--- config.mk ---
export PLATFORM = sky130hd
export DESIGN_NAME = bpc_port
export DESIGN_NICKNAME = d
export VERILOG_FILES = /design/src/hdl/bpc_pkg.sv /design/src/hdl/bpc_port.sv
export VERILOG_INCLUDE_DIRS = /design/src /design/src/hdl
export SDC_FILE = /design/constraint.sdc
export NUM_CORES = 1
export LEC_CHECK = 0
export BUFFER_PORTS_ARGS = -buffer_cell sky130_fd_sc_hd__buf_2
export CAP_MARGIN = 25
export CORE_MARGIN = 2
export CORE_UTILIZATION = 50
export DETAILED_ROUTE_END_ITERATION = 12
export GPL_TIMING_DRIVEN = 0
export PLACE_DENSITY = 0.82
export SYNTH_ARGS = -nofsm -noshare
export SYNTH_HDL_FRONTEND = slang
export SYNTH_SLANG_ARGS = --single-unit
export TNS_END_PERCENT = 100
--- constraint.sdc ---
create_clock -name CLK_SYS -period 5 [get_ports CLK_SYS]
set_clock_uncertainty 0.2 [all_clocks]
set_input_delay 0.5 -clock CLK_SYS [delete_from_list [all_inputs] [get_ports CLK_SYS]]
set_output_delay 0.5 -clock CLK_SYS [all_outputs]
set_load 0.01 [all_outputs]
--- src/hdl/bpc_defs.svh ---
`ifndef BPC_DEFS_SVH
`define BPC_DEFS_SVH

// register byte addresses (printed offsets are not all multiples of four: index times four)
`define BPC_IDX_PORT_DATA     12'h106
`define BPC_IDX_IRQ_CONTROL   12'h10B
`define BPC_IDX_OPTIONS       12'h181
`define BPC_IDX_DIRECTION     12'h186
`define BPC_IDX_IRQ_STATUS    12'h190
`define BPC_IDX_IRQ_MASK      12'h191
`define BPC_ADDR_PORT_DATA    14'h0418
`define BPC_ADDR_IRQ_CONTROL  14'h042C
`define BPC_ADDR_OPTIONS      14'h0604
`define BPC_ADDR_DIRECTION    14'h0618
`define BPC_ADDR_IRQ_STATUS   14'h0640
`define BPC_ADDR_IRQ_MASK     14'h0644

// field positions
`define BPC_OPT_PULLUP_N      7
`define BPC_OPT_EDGE_SEL      6
`define BPC_CTL_CHANGE_FLAG   0
`define BPC_CTL_EXT_FLAG      1
`define BPC_CTL_CHANGE_EN     3
`define BPC_CTL_EXT_EN        4
`define BPC_EVT_CHANGE        0
`define BPC_EVT_EXT           1

// reset values
`define BPC_RST_OPTIONS       8'hFF
`define BPC_RST_DIRECTION     8'hFF
`define BPC_RST_LATCH         8'h00
`define BPC_RST_CONTROL       8'h00
`define BPC_RST_MASK          2'h0

`endif

--- src/hdl/bpc_pkg.sv ---
package bpc_pkg;

	// packed state of the port block
	typedef struct packed {
		logic [7:0] latch;
		logic [7:0] dir;
		logic [7:0] opt;
		logic [7:0] ctl;
		logic [1:0] evt;
		logic [1:0] mask;
		logic [3:0] snap;
		logic [7:0] pin_s1;
		logic [7:0] pin_s2;
		logic       ext_prev;
		logic [1:0] warm;        // counts edges after reset until pin 0 history is real
		logic [7:0] rdata;
	} bpc_state_s;

endpackage : bpc_pkg

--- src/hdl/bpc_port.sv ---
// Chosen here: the APB register port.
`timescale 1ns/1ps
`include "bpc_defs.svh"

module bpc_port (
	input  wire logic        CLK_SYS,
	input  wire logic        RST,
	input  wire logic        PSEL,
	input  wire logic        PENABLE,
	input  wire logic        PWRITE,
	input  wire logic [13:0] PADDR,
	input  wire logic [31:0] PWDATA,
	output logic      [31:0] PRDATA,
	output logic             PREADY,
	output logic             PSLVERR,
	input  wire logic [7:0]  PIN_IN,
	output logic      [7:0]  PIN_OUT,
	output logic      [7:0]  PIN_OE,
	output logic      [7:0]  PULLUP_EN,
	output logic             IRQ,
	output logic             WAKE
);

	bpc_pkg::bpc_state_s st;
	bpc_pkg::bpc_state_s next_st;

	logic       acc;         // access phase of a transfer
	logic       setup;       // setup phase: read data is fetched here
	logic       wr;
	logic       rd;
	logic       rd_setup;
	logic       hit;
	logic       port_hit;
	logic [3:0] mismatch;
	logic       ext_edge;
	logic       ext_lvl;
	logic       ext_live;
	logic [7:0] rd_value;

	////////////////////////////////////////////////////////////////////////////////////
	// bus decode: no wait states; a read is fetched in the setup cycle so that
	// the registered read data already stands when the access edge samples it
	assign acc      = PSEL & PENABLE;
	assign setup    = PSEL & ~PENABLE;
	assign wr       = acc & PWRITE;
	assign rd       = acc & ~PWRITE;
	assign rd_setup = setup & ~PWRITE;
	assign port_hit = (PADDR == `BPC_ADDR_PORT_DATA);
	assign PREADY   = 1'b1;
	assign PSLVERR  = acc & ~hit;
	assign PRDATA   = {24'h000000, st.rdata};

	// read multiplexer; unmapped words read as zero
	always_comb begin
		unique case (PADDR)
			`BPC_ADDR_PORT_DATA:   rd_value = st.pin_s2;
			`BPC_ADDR_IRQ_CONTROL: rd_value = st.ctl;
			`BPC_ADDR_OPTIONS:     rd_value = st.opt;
			`BPC_ADDR_DIRECTION:   rd_value = st.dir;
			`BPC_ADDR_IRQ_STATUS:  rd_value = {6'h00, st.evt};
			`BPC_ADDR_IRQ_MASK:    rd_value = {6'h00, st.mask};
			default:               rd_value = 8'h00;
		endcase
	end

	// address decode of the six mapped words
	always_comb begin
		unique case (PADDR)
			`BPC_ADDR_PORT_DATA, `BPC_ADDR_IRQ_CONTROL, `BPC_ADDR_OPTIONS,
			`BPC_ADDR_DIRECTION, `BPC_ADDR_IRQ_STATUS, `BPC_ADDR_IRQ_MASK: hit = 1'b1;
			default: hit = 1'b0;
		endcase
	end

	////////////////////////////////////////////////////////////////////////////////////
	// pin drivers and pull-ups
	assign PIN_OUT   = st.latch;
	assign PIN_OE    = ~st.dir;
	assign PULLUP_EN = st.dir & {8{~st.opt[`BPC_OPT_PULLUP_N]}};

	// change comparison on input sense pins only
	assign mismatch = (st.pin_s2[7:4] ^ st.snap) & st.dir[7:4];

	// external edge detector on synchronised pin 0; it stays quiet until the
	// synchroniser and the previous-level flop hold real levels after reset
	assign ext_lvl  = st.pin_s2[0];
	assign ext_live = (st.warm == 2'h3);
	assign ext_edge = ext_live & (st.opt[`BPC_OPT_EDGE_SEL] ? (ext_lvl & ~st.ext_prev)
	                                                       : (~ext_lvl & st.ext_prev));

	// level interrupt and wake request
	assign IRQ  = |(st.evt & st.mask);
	assign WAKE = st.ctl[`BPC_CTL_CHANGE_FLAG] & st.ctl[`BPC_CTL_CHANGE_EN];

	////////////////////////////////////////////////////////////////////////////////////
	// next-state logic
	always_comb begin
		next_st        = st;
		next_st.pin_s1 = PIN_IN;
		next_st.pin_s2 = st.pin_s1;
		next_st.ext_prev = ext_lvl;
		next_st.warm     = ext_live ? st.warm : st.warm + 2'h1;
		// register writes
		if (wr) begin
			unique case (PADDR)
				`BPC_ADDR_PORT_DATA:   next_st.latch = PWDATA[7:0];
				`BPC_ADDR_IRQ_CONTROL: next_st.ctl   = PWDATA[7:0];
				`BPC_ADDR_OPTIONS:     next_st.opt   = PWDATA[7:0];
				`BPC_ADDR_DIRECTION:   next_st.dir   = PWDATA[7:0];
				`BPC_ADDR_IRQ_STATUS:  next_st.evt   = st.evt & ~PWDATA[1:0];
				`BPC_ADDR_IRQ_MASK:    next_st.mask  = PWDATA[1:0];
				default: ;
			endcase
		end
		// read data is fetched in the setup cycle and stands through the access
		if (rd_setup)
			next_st.rdata = rd_value;
		// port access refreshes the snapshot
		if (acc && port_hit)
			next_st.snap = st.pin_s2[7:4];
		// hardware sets win over software clears
		if (|mismatch) begin
			next_st.ctl[`BPC_CTL_CHANGE_FLAG] = 1'b1;
			next_st.evt[`BPC_EVT_CHANGE]      = 1'b1;
		end
		if (ext_edge) begin
			next_st.ctl[`BPC_CTL_EXT_FLAG] = 1'b1;
			next_st.evt[`BPC_EVT_EXT]      = 1'b1;
		end
	end

	// state register
	always_ff @(posedge CLK_SYS or posedge RST) begin
		if (RST) begin
			st          <= '0;
			st.latch    <= `BPC_RST_LATCH;
			st.dir      <= `BPC_RST_DIRECTION;
			st.opt      <= `BPC_RST_OPTIONS;
			st.ctl      <= `BPC_RST_CONTROL;
			st.mask     <= `BPC_RST_MASK;
		end else begin
			st <= next_st;
		end
	end
endmodule : bpc_port

Yosys cells after proc, flatten, opt, wreduce, memory -nomap -nowiden
Index checks and enable logic that the tools add are counted.
{"block": "op_classes", "muxes": 11, "reduce_logical": 19, "eq_ne": 7, "add_sub_neg": 1, "bitwise_logic": 22}
{"cell": "14-bit by 11-bit equality test with 1-bit output (second input constant)", "count": 6}
{"cell": "8-bit case mux with 6 select lines", "count": 1}
{"cell": "2-bit AND reduction", "count": 9}
{"cell": "2-bit nonzero test", "count": 6}
{"cell": "1-bit bitwise AND", "count": 9}
{"cell": "8-bit bitwise AND", "count": 1}
{"cell": "8-bit inverter", "count": 1}
{"cell": "1-bit two-way mux", "count": 6}
{"cell": "2-bit two-way mux", "count": 3}
{"cell": "6-bit two-way mux", "count": 1}
{"cell": "1-bit inverter", "count": 6}
{"cell": "6-bit OR reduction", "count": 1}
{"cell": "2-bit bitwise AND", "count": 2}
{"cell": "4-bit bitwise AND", "count": 1}
{"cell": "4-bit OR reduction", "count": 1}
{"cell": "4-bit XOR", "count": 1}
{"cell": "2-bit by 1-bit adder with 2-bit output (second input constant)", "count": 1}
{"cell": "2-bit equality test (second input constant)", "count": 1}
{"cell": "2-bit inverter", "count": 1}
{"cell": "2-bit OR reduction", "count": 1}
{"cell": "1-bit logical AND", "count": 1}
{"block": "totals", "word_cells": 75, "inputBits": 59, "output_inout_bits": 60, "ff_bits": 67}

Longest topological paths before layout
Gate-level depths: netlist of run 1.
{"block": "logic_depth", "ltp_word": 6, "ltp_mapped": 6, "depth_no_buf": 4}

Worst setup path after synthesis of run 1
No wires, ideal clock.
{"block": "synth_timing", "path_type": "input -> register", "startpoint": "input port PADDR[13]", "endpoint": "register st (netlist bit PIN_OUT[0])", "setup_time_ns": 0.125, "stages": 4, "slack_ns": 2.852, "t_arrival_ns": 1.824, "required_ns": 4.675, "n_path_buf": 0, "cell_sequence": "nor4_4 nand3_2 nor4_4 mux2_2"}
{"block": "synth_between", "elab_chain_cells": 2}
{"element": "from (decl)", "line_no": "bpc_port.sv:11", "text": "input wire logic [13:0] PADDR,"}
{"element": "14-bit by 11-bit equality test with 1-bit output", "line_no": "bpc_port.sv:105", "text": "unique case (PADDR)"}
{"element": "2-bit AND reduction (no source line)"}
{"element": "to (signal assigned)", "line_no": "bpc_port.sv:142", "text": "st <= next_st;"}
{"element": "to (decl)", "line_no": "bpc_port.sv:24", "text": "bpc_pkg::bpc_state_s st;"}
Every way passes these cells.
A chain may end at the register's enable or synchronous reset.

Final worst setup path of run 1
{"block": "layout_timing", "startpoint": "input port PADDR[13]", "endpoint": "output port PSLVERR"}
{"block": "layout_between", "elab_chain_cells": 5, "word_cells_on_any_way": 10, "cone_classes": "eq/ne: 6; mux: 1; bitwise: 2; reduce/logical: 1"}
{"element": "14-bit by 11-bit equality test with 1-bit output", "line_no": "bpc_port.sv:68", "text": "unique case (PADDR)"}
{"element": "6-bit OR reduction (*)", "line_no": "bpc_port.sv:68"}
{"element": "1-bit two-way mux (*)", "line_no": "bpc_port.sv:68"}
{"element": "1-bit inverter (*)", "line_no": "bpc_port.sv:50", "text": "assign PSLVERR = acc & ~hit;"}
{"element": "1-bit bitwise AND (*)", "line_no": "bpc_port.sv:50"}
{"element": "to (decl)", "line_no": "bpc_port.sv:15", "text": "output logic PSLVERR,"}
Every way passes the cells marked *; elsewhere a longest branch is shown, timed or not.

==> results.md, run 1 <==
- Post-synth cell types: 41
- Post-Syn Area: 3340 um^2
- Pleak: 0.00204 uW
- Global-route wire length before repair: 10.9 mm
- Slew Viols, Final: 0
- Fill count: 522
- Routability Congestion: 0.897
- Setup CP Type: input port to output pin
- Detailed-route wire length per cell: 14.4 um
- Hold Path Class: input port to asynchronous set/reset pin
- Hold Fails Final Rpt: 0
- Antenna fix cells: 0
- Outcome: complete, no violations
- Reg2reg path depth: 4
- Worst vdd ir: 0.189 mV
- Detail Route Antenna Nets: 0
- Max-Cap Viols: 0
- # Post-CTS Setup Buffers: 0
- CTS Buf Count: 9
- Fmax: 392 MHz
- Vert. Die Dim: 85.7 um
- Sink Count: 67
- Area delta synth->final: 21.9%
- Final WS setup: 2.45 ns
- Number of vias per cell: 5.04
- Post-CTS Hold Fix Bufs: 0
- Top FF cell, synth: dfrtp_1
- Drt pass-1 iters: 4
- WL final: 6.85 mm
- DRC violation total after the first TritonRoute iteration: 143
- Storage cell area: 1700 um^2
- Total negative slack: 0 ns
- CTS tree: built
- CTS Root Cell: clkbuf_8
- I/O pin count: 119
- Routed vias: 2,398
- Max Fanout on Critical Path: 10
- Post-Place Setup Slack: 2.34 ns
- Max_slew headroom: 48.3%
- NumNets Final: 454
- Final worst path period share: 51.1%
- Critical Path Start Type: input port
- Period minus WS final: 2.55 ns
- RSZ-0062 raised after global routing: false
- Die ar.: 7350 um^2
- Port Buffers: 68
- Post-synth EDFFs: 0
- Worst-Margin Slew: 0.770 ns
- Syn_area_per_cell: 11.5 um^2
- Clk slew on worst S/H paths: 0.06 ns
- Total grt overflow: 0
- CTS resizes: 0
- Post-synth ARST share: 100%
- Pin count of the biggest net entering global routing: 44
- Antenna violations before repair: 0
- Placeable Area: 6390 um^2
- DRC Markers: 0
- Depth of the CTS H-tree: 3
- Bufs on Longest Clock Path: 2
- Die span in x: 85.7 um
- Initial Util: 52.3%
- Yosys reg bits: 67
- Syn Inst Count: 291
- Worst EP arrival: 1.85 ns
- YS warnings: 0
- Power Density: 275 nW/um^2
- Clock latency at the later pin of the worst-skew pair: 0.33 ns
- Layout cells sized above 1: 46.6%
- Flop2flop setup slack: 3.28 ns
- GRT Util Overall: 19.6%
- # rows: 29
- Critical path endpoint category: output pin
- Final setup violating endpoints: 0
- Sequential area share after synthesis: 50.8%
- Area occupied by multi-input gates: 1330 um^2
- DP HPWL: 5.16 mm
- Worst Path Required: 4.30 ns
- Vias in the first global route: 2,238
## cells in the final DEF (no fill, tap or decap), types with 2 or more instances in the layout
| master | count |
|---|---|
| dfstp_2 | 16 |
| buf_4 | 43 |
| clkbuf_1 | 10 |
| conb_1 | 25 |
| and2_1 | 3 |
| nor3b_1 | 3 |
| dfrtp_1 | 51 |
| or3_1 | 2 |
| nor4_4 | 2 |
| nor2_1 | 18 |
| mux2_2 | 35 |
| a31oi_1 | 8 |
| nor2b_1 | 3 |
| nor3_1 | 11 |
| buf_2 | 69 |
| a22oi_1 | 2 |
| clkbuf_8 | 10 |
| and3_1 | 6 |
| o41ai_1 | 2 |
| nand2_1 | 14 |
| mux2i_1 | 12 |
| xor2_1 | 4 |
| nand3_1 | 2 |
| o21ai_0 | 13 |
| a32oi_1 | 2 |
| inv_1 | 13 |
## cells by family (layout without fill, tap and decap cells)
logic type,after synthesis,after routing,synth area share (%)
and+or+nand+nor,75,75,14.1
muxes,47,47,15.4
buffers and inverters,64,149,12.1
other,2,25,0.225
adders and majority gates,1,1,0.375
DFF,67,67,50.8
xor gates and xnor gates,5,5,1.31
AOI/OAI and AO/OA,30,30,5.73
## per-layer routing
metal | global-route usage [%] | vias to the layer above | part of all wire (%)
met2 | 30.8 | 105 | 47
met3 | 4.43 | 6 | 8.2
met1 | 26.5 | 1140 | 43
li1 | - | 1147 | -
met4 | 8.08 | 0 | 1.3
met5 | 0 | - | 0
## synth_stat cells (3+ instances only)
library cell / n / area (um^2)
nor3b_1: 3 / 22.5
a31oi_1: 8 / 50.1
nor2_1: 18 / 67.6
o21ai_0: 13 / 65.1
clkbuf_1: 6 / 22.5
nand2_1: 14 / 52.6
nor3_1: 11 / 55.1
and3_1: 6 / 37.5
dfrtp_1: 51 / 1280
inv_1: 14 / 52.6
dfstp_2: 16 / 420
and2_1: 3 / 18.8
mux2i_1: 12 / 120
buf_4: 43 / 323
xor2_1: 4 / 35.0
nor2b_1: 3 / 18.8
mux2_2: 35 / 394
## state kept, by name, summed over array words and instances (netlist names)
register	flops
PIN_OUT	8
PRDATA	8
ext_lvl	1
next_st	8
st	42
## path summary, 6_finish.rpt
path,endpoint,start
max in group asynchronous,st[43],RST
min in group CLK_SYS,next_st[17],PIN_IN[6]
setup reg to reg,PRDATA[7],st[50]
hold reg to reg,st[17],next_st[17]
hold / removal,next_st[17],RST
setup / recovery,PSLVERR,PADDR[13]
## final cells by class
cell class / instances / area share, %
Multi-Input combinational cell: 183 / 32.6
Timing Repair Buffer: 69 / 8.86
Clock buffer: 14 / 3.75
Buffer: 50 / 8.61
Tap cell: 77 / 2.37
Inverter: 14 / 1.29
Sequential cell: 67 / 41.7
Clock inverter: 2 / 0.861
## stage by stage
stage	total power (uW)	std cells	util, %	area, um^2	hold slack [ns]
after floorplan	656	314	-	3420	0.131
after global placement	695	459	60.5	3860	0.132
after CTS	1130	476	63.7	4070	0.00864
final	1120	476	63.7	4070	0.00780
after global routing	1170	476	63.7	4070	0.0442
after detailed placement	701	460	60.8	3880	0.141
## worst max-delay path, cell delays in order
cell and delay (ns):
buf_2 0.11, nor4_4 0.36, and2_1 0.20, clkbuf_1 0.34, a21boi_0 0.16, buf_2 0.17
## power breakdown
part / internal, uW / switching (uW)
combinational: 58.1 / 63.9
sequential: 560 / 8.40
clock: 244 / 183
Note: power is estimated with default switching activity, not from simulation.
==> run 2: changes to the inputs <==
--- a/config.mk
+++ b/config.mk
@@ -9,10 +9,10 @@
 export BUFFER_PORTS_ARGS = -buffer_cell sky130_fd_sc_hd__buf_2
 export CAP_MARGIN = 25
 export CORE_MARGIN = 2
-export CORE_UTILIZATION = 50
+export CORE_UTILIZATION = 45
 export DETAILED_ROUTE_END_ITERATION = 12
 export GPL_TIMING_DRIVEN = 0
-export PLACE_DENSITY = 0.82
+export PLACE_DENSITY = 0.78
 export SYNTH_ARGS = -nofsm -noshare
 export SYNTH_HDL_FRONTEND = slang
 export SYNTH_SLANG_ARGS = --single-unit
==> constraint.sdc (replaced) <==
create_clock -name CLK_SYS -period 2.05 [get_ports CLK_SYS]
set_clock_uncertainty 0.2 [all_clocks]
set_input_delay 0.205 -clock CLK_SYS [delete_from_list [all_inputs] [get_ports CLK_SYS]]
set_output_delay 0.205 -clock CLK_SYS [all_outputs]
set_load 0.01 [all_outputs]
==> results.md, run 2 (same netlist as run 1, synthesis figures left out) <==
- Number of vias per cell: 4.76
- Grt met1 use: 24.5%
- GRT Util Overall: 18.9%
- Fill count: 637
- Buf+Inv Stages, Crit Path: 2
- Outcome: complete, no violations
- Post-Place Setup Slack: -0.326 ns
- Fmax: 513 MHz
- Hold-critical path endpoint: PRDATA[6]
- DRC Markers: 0
- DP HPWL: 5.38 mm
- Critical path cell sequence: clkbuf_1, nor2_1, buf_2
- DRC violation total after the first TritonRoute iteration: 151
- Slew Viols, Final: 0
- Pleak: 0.00213 uW
- Finished Layout Cells: 518
- Die ar.: 8120 um^2
- Bufs on Longest Clock Path: 2
- I/O pin count: 119
- Pin count of the biggest net entering global routing: 45
- R2R Path Start: st[50]
- Max Fanout on Critical Path: 10
- Max_slew headroom: 53.9%
- Drt pass-1 iters: 5
- RSZ-0062 raised after global routing: false
- Largest register by flop count: st
- Area delta synth->final: 29.0%
- Depth of the CTS H-tree: 3
- Global-route wire length before repair: 11.9 mm
- Placeable Area: 7210 um^2
- Initial Util: 46.3%
- Antenna violations before repair: 0
- Routed vias: 2,467
- Port Buffers: 68
- Placed Cells: 482
- Sink Count: 67
- Period minus WS final: 1.95 ns
- Commonest non-fill, non-tap cell in the layout: buf_2
- Max FFs per register: 42
- # rows: 31
- Hold path cells: 4
- Final setup violating endpoints: 0
- Routability Congestion: 0.894
- Total grt overflow: 0
- Critical path endpoint category: output pin
- Hold wc startpoint: PENABLE
- Clk slew on worst S/H paths: 0.07 ns
- GRT busiest layer: met2
- Critical Path Start Type: register
- R2R Path End: PRDATA[7]
- Layout cells sized above 1: 45.3%
- Hold Fails Final Rpt: 0
- Hold Path Class: input port to register
- Worst Path Required: 1.64 ns
- NumNets Final: 474
- Antenna fix cells: 0
- Met2 Usage GRT: 29.4%
- Detail Route Antenna Nets: 0
- Worst vdd ir: 0.444 mV
- CP max-delay cell: dfstp_2
- Final worst path period share: 95.1%
- Clock latency at the later pin of the worst-skew pair: 0.35 ns
- Detailed-route wire length per cell: 14.4 um
- CTS tree: built
- Final WS setup: 0.101 ns
- Vert. Die Dim: 90.1 um
- Power Density: 636 nW/um^2
- Worst-Margin Slew: 0.686 ns
- Crit-path leading delay family: buffers and inverters
- Flop2flop setup slack: 0.31 ns
- CTS Buf Count: 9
- Grt met3 use: 4.19%
- WL final: 7.44 mm
- Setup CP Type: register to output pin
- Vias in the first global route: 2,392
- CTS Root Cell: clkbuf_8
- Worst EP arrival: 1.54 ns
- Die span in x: 90.1 um
- Final hold slack: 0.0295 ns
- Most frequent cells in the layout: buf_2 (69), dfrtp_1 (51), buf_4 (45)
- Core Util, Final: 59.7%
- Max-Cap Viols: 0
- Reg2reg path depth: 4
- Max incr delay on CP: 0.52 ns
-- run 2: how the worst max path moves through the flow --
stage	from	end	slack, ns	depth (start not counted)
detailed placement	PADDR[13]	PIN_OUT[4]	-0.33	5
floorplan	PADDR[13]	PIN_OUT[0]	0.20	4
CTS	PADDR[13]	PIN_OUT[4]	0.02	5
finish	st[50]	PULLUP_EN[2]	0.10	3
global route	PADDR[2]	st[41]	0.01	5
global placement	PADDR[13]	PIN_OUT[7]	-0.32	5
-- run 2: layer usage --
metal | wire length (um) | vias up | part of all wire (%)
li1 | - | 1189 | -
met1 | 3300 | 1161 | 44
met2 | 3470 | 107 | 47
met3 | 545 | 10 | 7.3
met4 | 121 | 0 | 1.6
met5 | 0 | - | 0
-- run 2: worst register-to-register path, delay by kind of cell (launching register included) --
kind / cells / cell delay, ns
buf+inv: 1 / 0.41
flops: 1 / 0.52
simple gates: 1 / 0.24
compound gates: 2 / 0.30
-- run 2: area by class of cell --
| class | count | area (um^2) | share of cell area, % |
|---|---|---|---|
| inverters | 14 | 56.3 | 1.31 |
| multi-input cells | 183 | 1330 | 31.0 |
| repair buffers | 90 | 566 | 13.1 |
| clock inverters | 2 | 10.0 | 0.232 |
| well taps | 99 | 124 | 2.88 |
| clock buffers | 14 | 173 | 4.01 |
| plain buffers | 49 | 347 | 8.05 |
| flip-flops and latches | 67 | 1700 | 39.4 |
-- run 2: power by group --
| part | internal, uW | total [uW] | switching, uW |
|---|---|---|---|
| combinational | 166 | 332 | 166 |
| sequential | 1370 | 1390 | 20.7 |
| clock | 535 | 1020 | 484 |
| total | 2070 | 2740 | 670 |
-- run 2: through the flow --
step / total power (uW) / TNS, ns / cell area (um^2)
finish: 2740 / 0 / 4310
floorplan: 1600 / 0 / 3430
global placement: 1700 / -5.57 / 3890
global route: 2840 / 0 / 4310
CTS: 2750 / 0 / 4290
detailed placement: 1710 / -6.01 / 3910
-- run 2: timing repair --
| action | in CTS | in global routing |
|---|---|---|
| setup endpoints to repair | 0 | 9 |
| hold buffers | 19 | 0 |
| setup buffers | 0 | 2 |
| endpoints found under the hold margin | 61 | 0 |
| resized for setup | 0 | 1 |
==> run 3: changes to the inputs <==
==> constraint.sdc (replaced) <==
create_clock -name CLK_SYS -period 1.63 [get_ports CLK_SYS]
set_clock_uncertainty 0.2 [all_clocks]
set_input_delay 0.163 -clock CLK_SYS [delete_from_list [all_inputs] [get_ports CLK_SYS]]
set_output_delay 0.163 -clock CLK_SYS [all_outputs]
set_load 0.01 [all_outputs]
==> results.md, run 3 (same netlist as run 1, synthesis figures left out) <==
- Sink Count: 67
- Initial Util: 46.3%
- WL met3: 593 um
- CTS Root Cell: clkbuf_8
- Worst-Margin Slew: 0.778 ns
- Switching pwr: 856 uW
- Max_slew headroom: 48.0%
- Most frequent cells in the layout: buf_2 (66), buf_4 (53), dfrtp_1 (51)
- DP HPWL: 5.48 mm
- Post-Place Setup Slack: -0.684 ns
- Met2 WL: 4.10 mm
- Die span in x: 90.1 um
- Max FFs per register: 42
- Routed vias: 2,599
- Detailed-route wire length per cell: 15.6 um
- DR top layer: met4
- Worst Path Required: 1.27 ns
- Area delta synth->final: 38.2%
- Die ar.: 8120 um^2
- CP max-delay cell: dfstp_2
- Worst path depth: 2
- Worst EP arrival: 1.25 ns
- Global-route wire length before repair: 13.4 mm
- Layout cells sized above 1: 49.4%
- Commonest non-fill, non-tap cell in the layout: buf_2
- Met1 WL: 3.40 mm
- Clock power share: 38.8%
- Final hold slack: 0.0970 ns
- Period minus WS final: 1.62 ns
- Port Buffers: 68
- RSZ-0062 raised after global routing: true
- Critical path endpoint category: output pin
- Max incr delay on CP: 0.68 ns
- # rows: 31
- Critical path cell sequence: nor2_1, buf_2
- Clk slew on worst S/H paths: 0.07 ns
- Critical Path End: PULLUP_EN[2]
- NumNets Final: 482
- Detail Route Antenna Nets: 0
- I/O pin count: 119
- Pin count of the biggest net entering global routing: 36
- Internal: 2730 uW
- Finished Layout Cells: 526
- Worst vdd ir: 0.586 mV
- DRC Markers: 0
- Fmax: 618 MHz
- Depth of the CTS H-tree: 3
- Largest register by flop count: st
- Antenna fix cells: 0
- CTS tree: built
- Power Density: 777 nW/um^2
- Reg2reg path depth: 4
- Total negative slack: 0 ns
- Final WS setup: 0.0121 ns
- CTS Buf Count: 9
- Setup CP Type: register to output pin
- Vias in the first global route: 2,674
- Core Util, Final: 64.0%
- Hold Path Class: input port to register
- R2R Path Start: st[17]
- Outcome: complete, no violations
- Max Fanout on Critical Path: 10
- Fill count: 579
- Final worst path period share: 99.3%
- Pleak: 0.00225 uW
- Critical Path Start Type: register
- Gate power share: 12.4%
- Drt pass-1 iters: 4
- Total grt overflow: 0
- Hold Fails Final Rpt: 0
- Max-Cap Viols: 0
- R2R Path End: st[35]
- DRC violation total after the first TritonRoute iteration: 158
- Slew Viols, Final: 0
- Crit-path leading delay family: flip-flops
- Placeable Area: 7210 um^2
- Buf+Inv Stages, Crit Path: 1
- Clock latency at the later pin of the worst-skew pair: 0.34 ns
- Placed Cells: 482
- Routability Congestion: 0.854
- Antenna violations before repair: 0
- Flop2flop setup slack: 0.11 ns
- Sequential share of power: 48.8%
- GRT Util Overall: 21.1%
- Critical path origin: st[50]
- Vert. Die Dim: 90.1 um
- Number of vias per cell: 4.94
- Switching Share: 23.9%
- WL final: 8.20 mm
- Bufs on Longest Clock Path: 2
- Final setup violating endpoints: 0
[run 3: changes by cell type in the layout (fill, tap and decap cells not counted), moves of 2 or more]
cell	previous run	this run
buf_12	1	4
buf_2	69	66
o41ai_1	2	0
buf_6	0	3
mux2_2	35	13
clkbuf_1	7	5
o41ai_2	0	2
buf_4	45	53
mux2_4	0	22
[run 3: layer usage]
metal / vias up / track usage [%]
met5: - / 0
met1: 1267 / 25.6
met3: 13 / 5.53
li1: 1201 / -
met2: 118 / 34.7
met4: 0 / 10.9
[run 3: stage by stage]
step	instance area (um^2)	power, uW
after floorplan	3500	2020
after global placement	3960	2150
after detailed placement	3980	2160
after CTS	4560	3590
after global routing	4610	3720
final	4610	3590
[run 3: how the worst min path moves through the flow]
stage	start	endpoint	slack [ns]	cells past startpoint
after floorplan	PIN_IN[0]	next_st[11]	-0.006	0
after global placement	PIN_IN[2]	next_st[13]	0.07	1
after detailed placement	PIN_IN[3]	next_st[14]	0.07	1
after CTS	PADDR[6]	st[34]	0.06	4
after global routing	PADDR[6]	st[34]	0.14	4
final	PADDR[6]	st[34]	0.1	4
[run 3: repair_timing]
item | in CTS | in global routing
buffers inserted | 9 | 4
endpoints found under the hold margin | 76 | 0
pin swaps | 8 | 5
setup endpoints to repair | 41 | 36
hold buffers | 19 | 0
gates resized for setup | 22 | 10
[run 3: cell type report]
cell class                 count  area [um^2]  share of cell area [%]
clock inverter                 2         35.0                   0.759
buffer                        46          348                    7.54
timing repair buffer         101          692                    15.0
inverter                      14         56.3                    1.22
clock buffer                  14          163                    3.52
multi-input combinational    183         1500                    32.5
sequential                    67         1700                    36.8
tap                           99          124                    2.68
[run 3: power by group through the flow]
| stage | sequential [uW] | clock, uW | combinational, uW |
|---|---|---|---|
| floorplan | 1770 | 0 | 250 |
| CTS | 1750 | 1410 | 431 |
| global placement | 1780 | 0 | 369 |
| global route | 1750 | 1480 | 487 |
| detailed placement | 1780 | 0 | 385 |
| finish | 1750 | 1390 | 444 |
[run 3: worst register-to-register path: cells and delay by family (launching register included)]
| kind | cells | cell delay (ns) |
|---|---|---|
| AOI/OAI and AO/OA | 2 | 0.57 |
| DFF | 1 | 0.40 |
| xor gates and xnor gates | 1 | 0.17 |
| and+or+nand+nor | 1 | 0.06 |
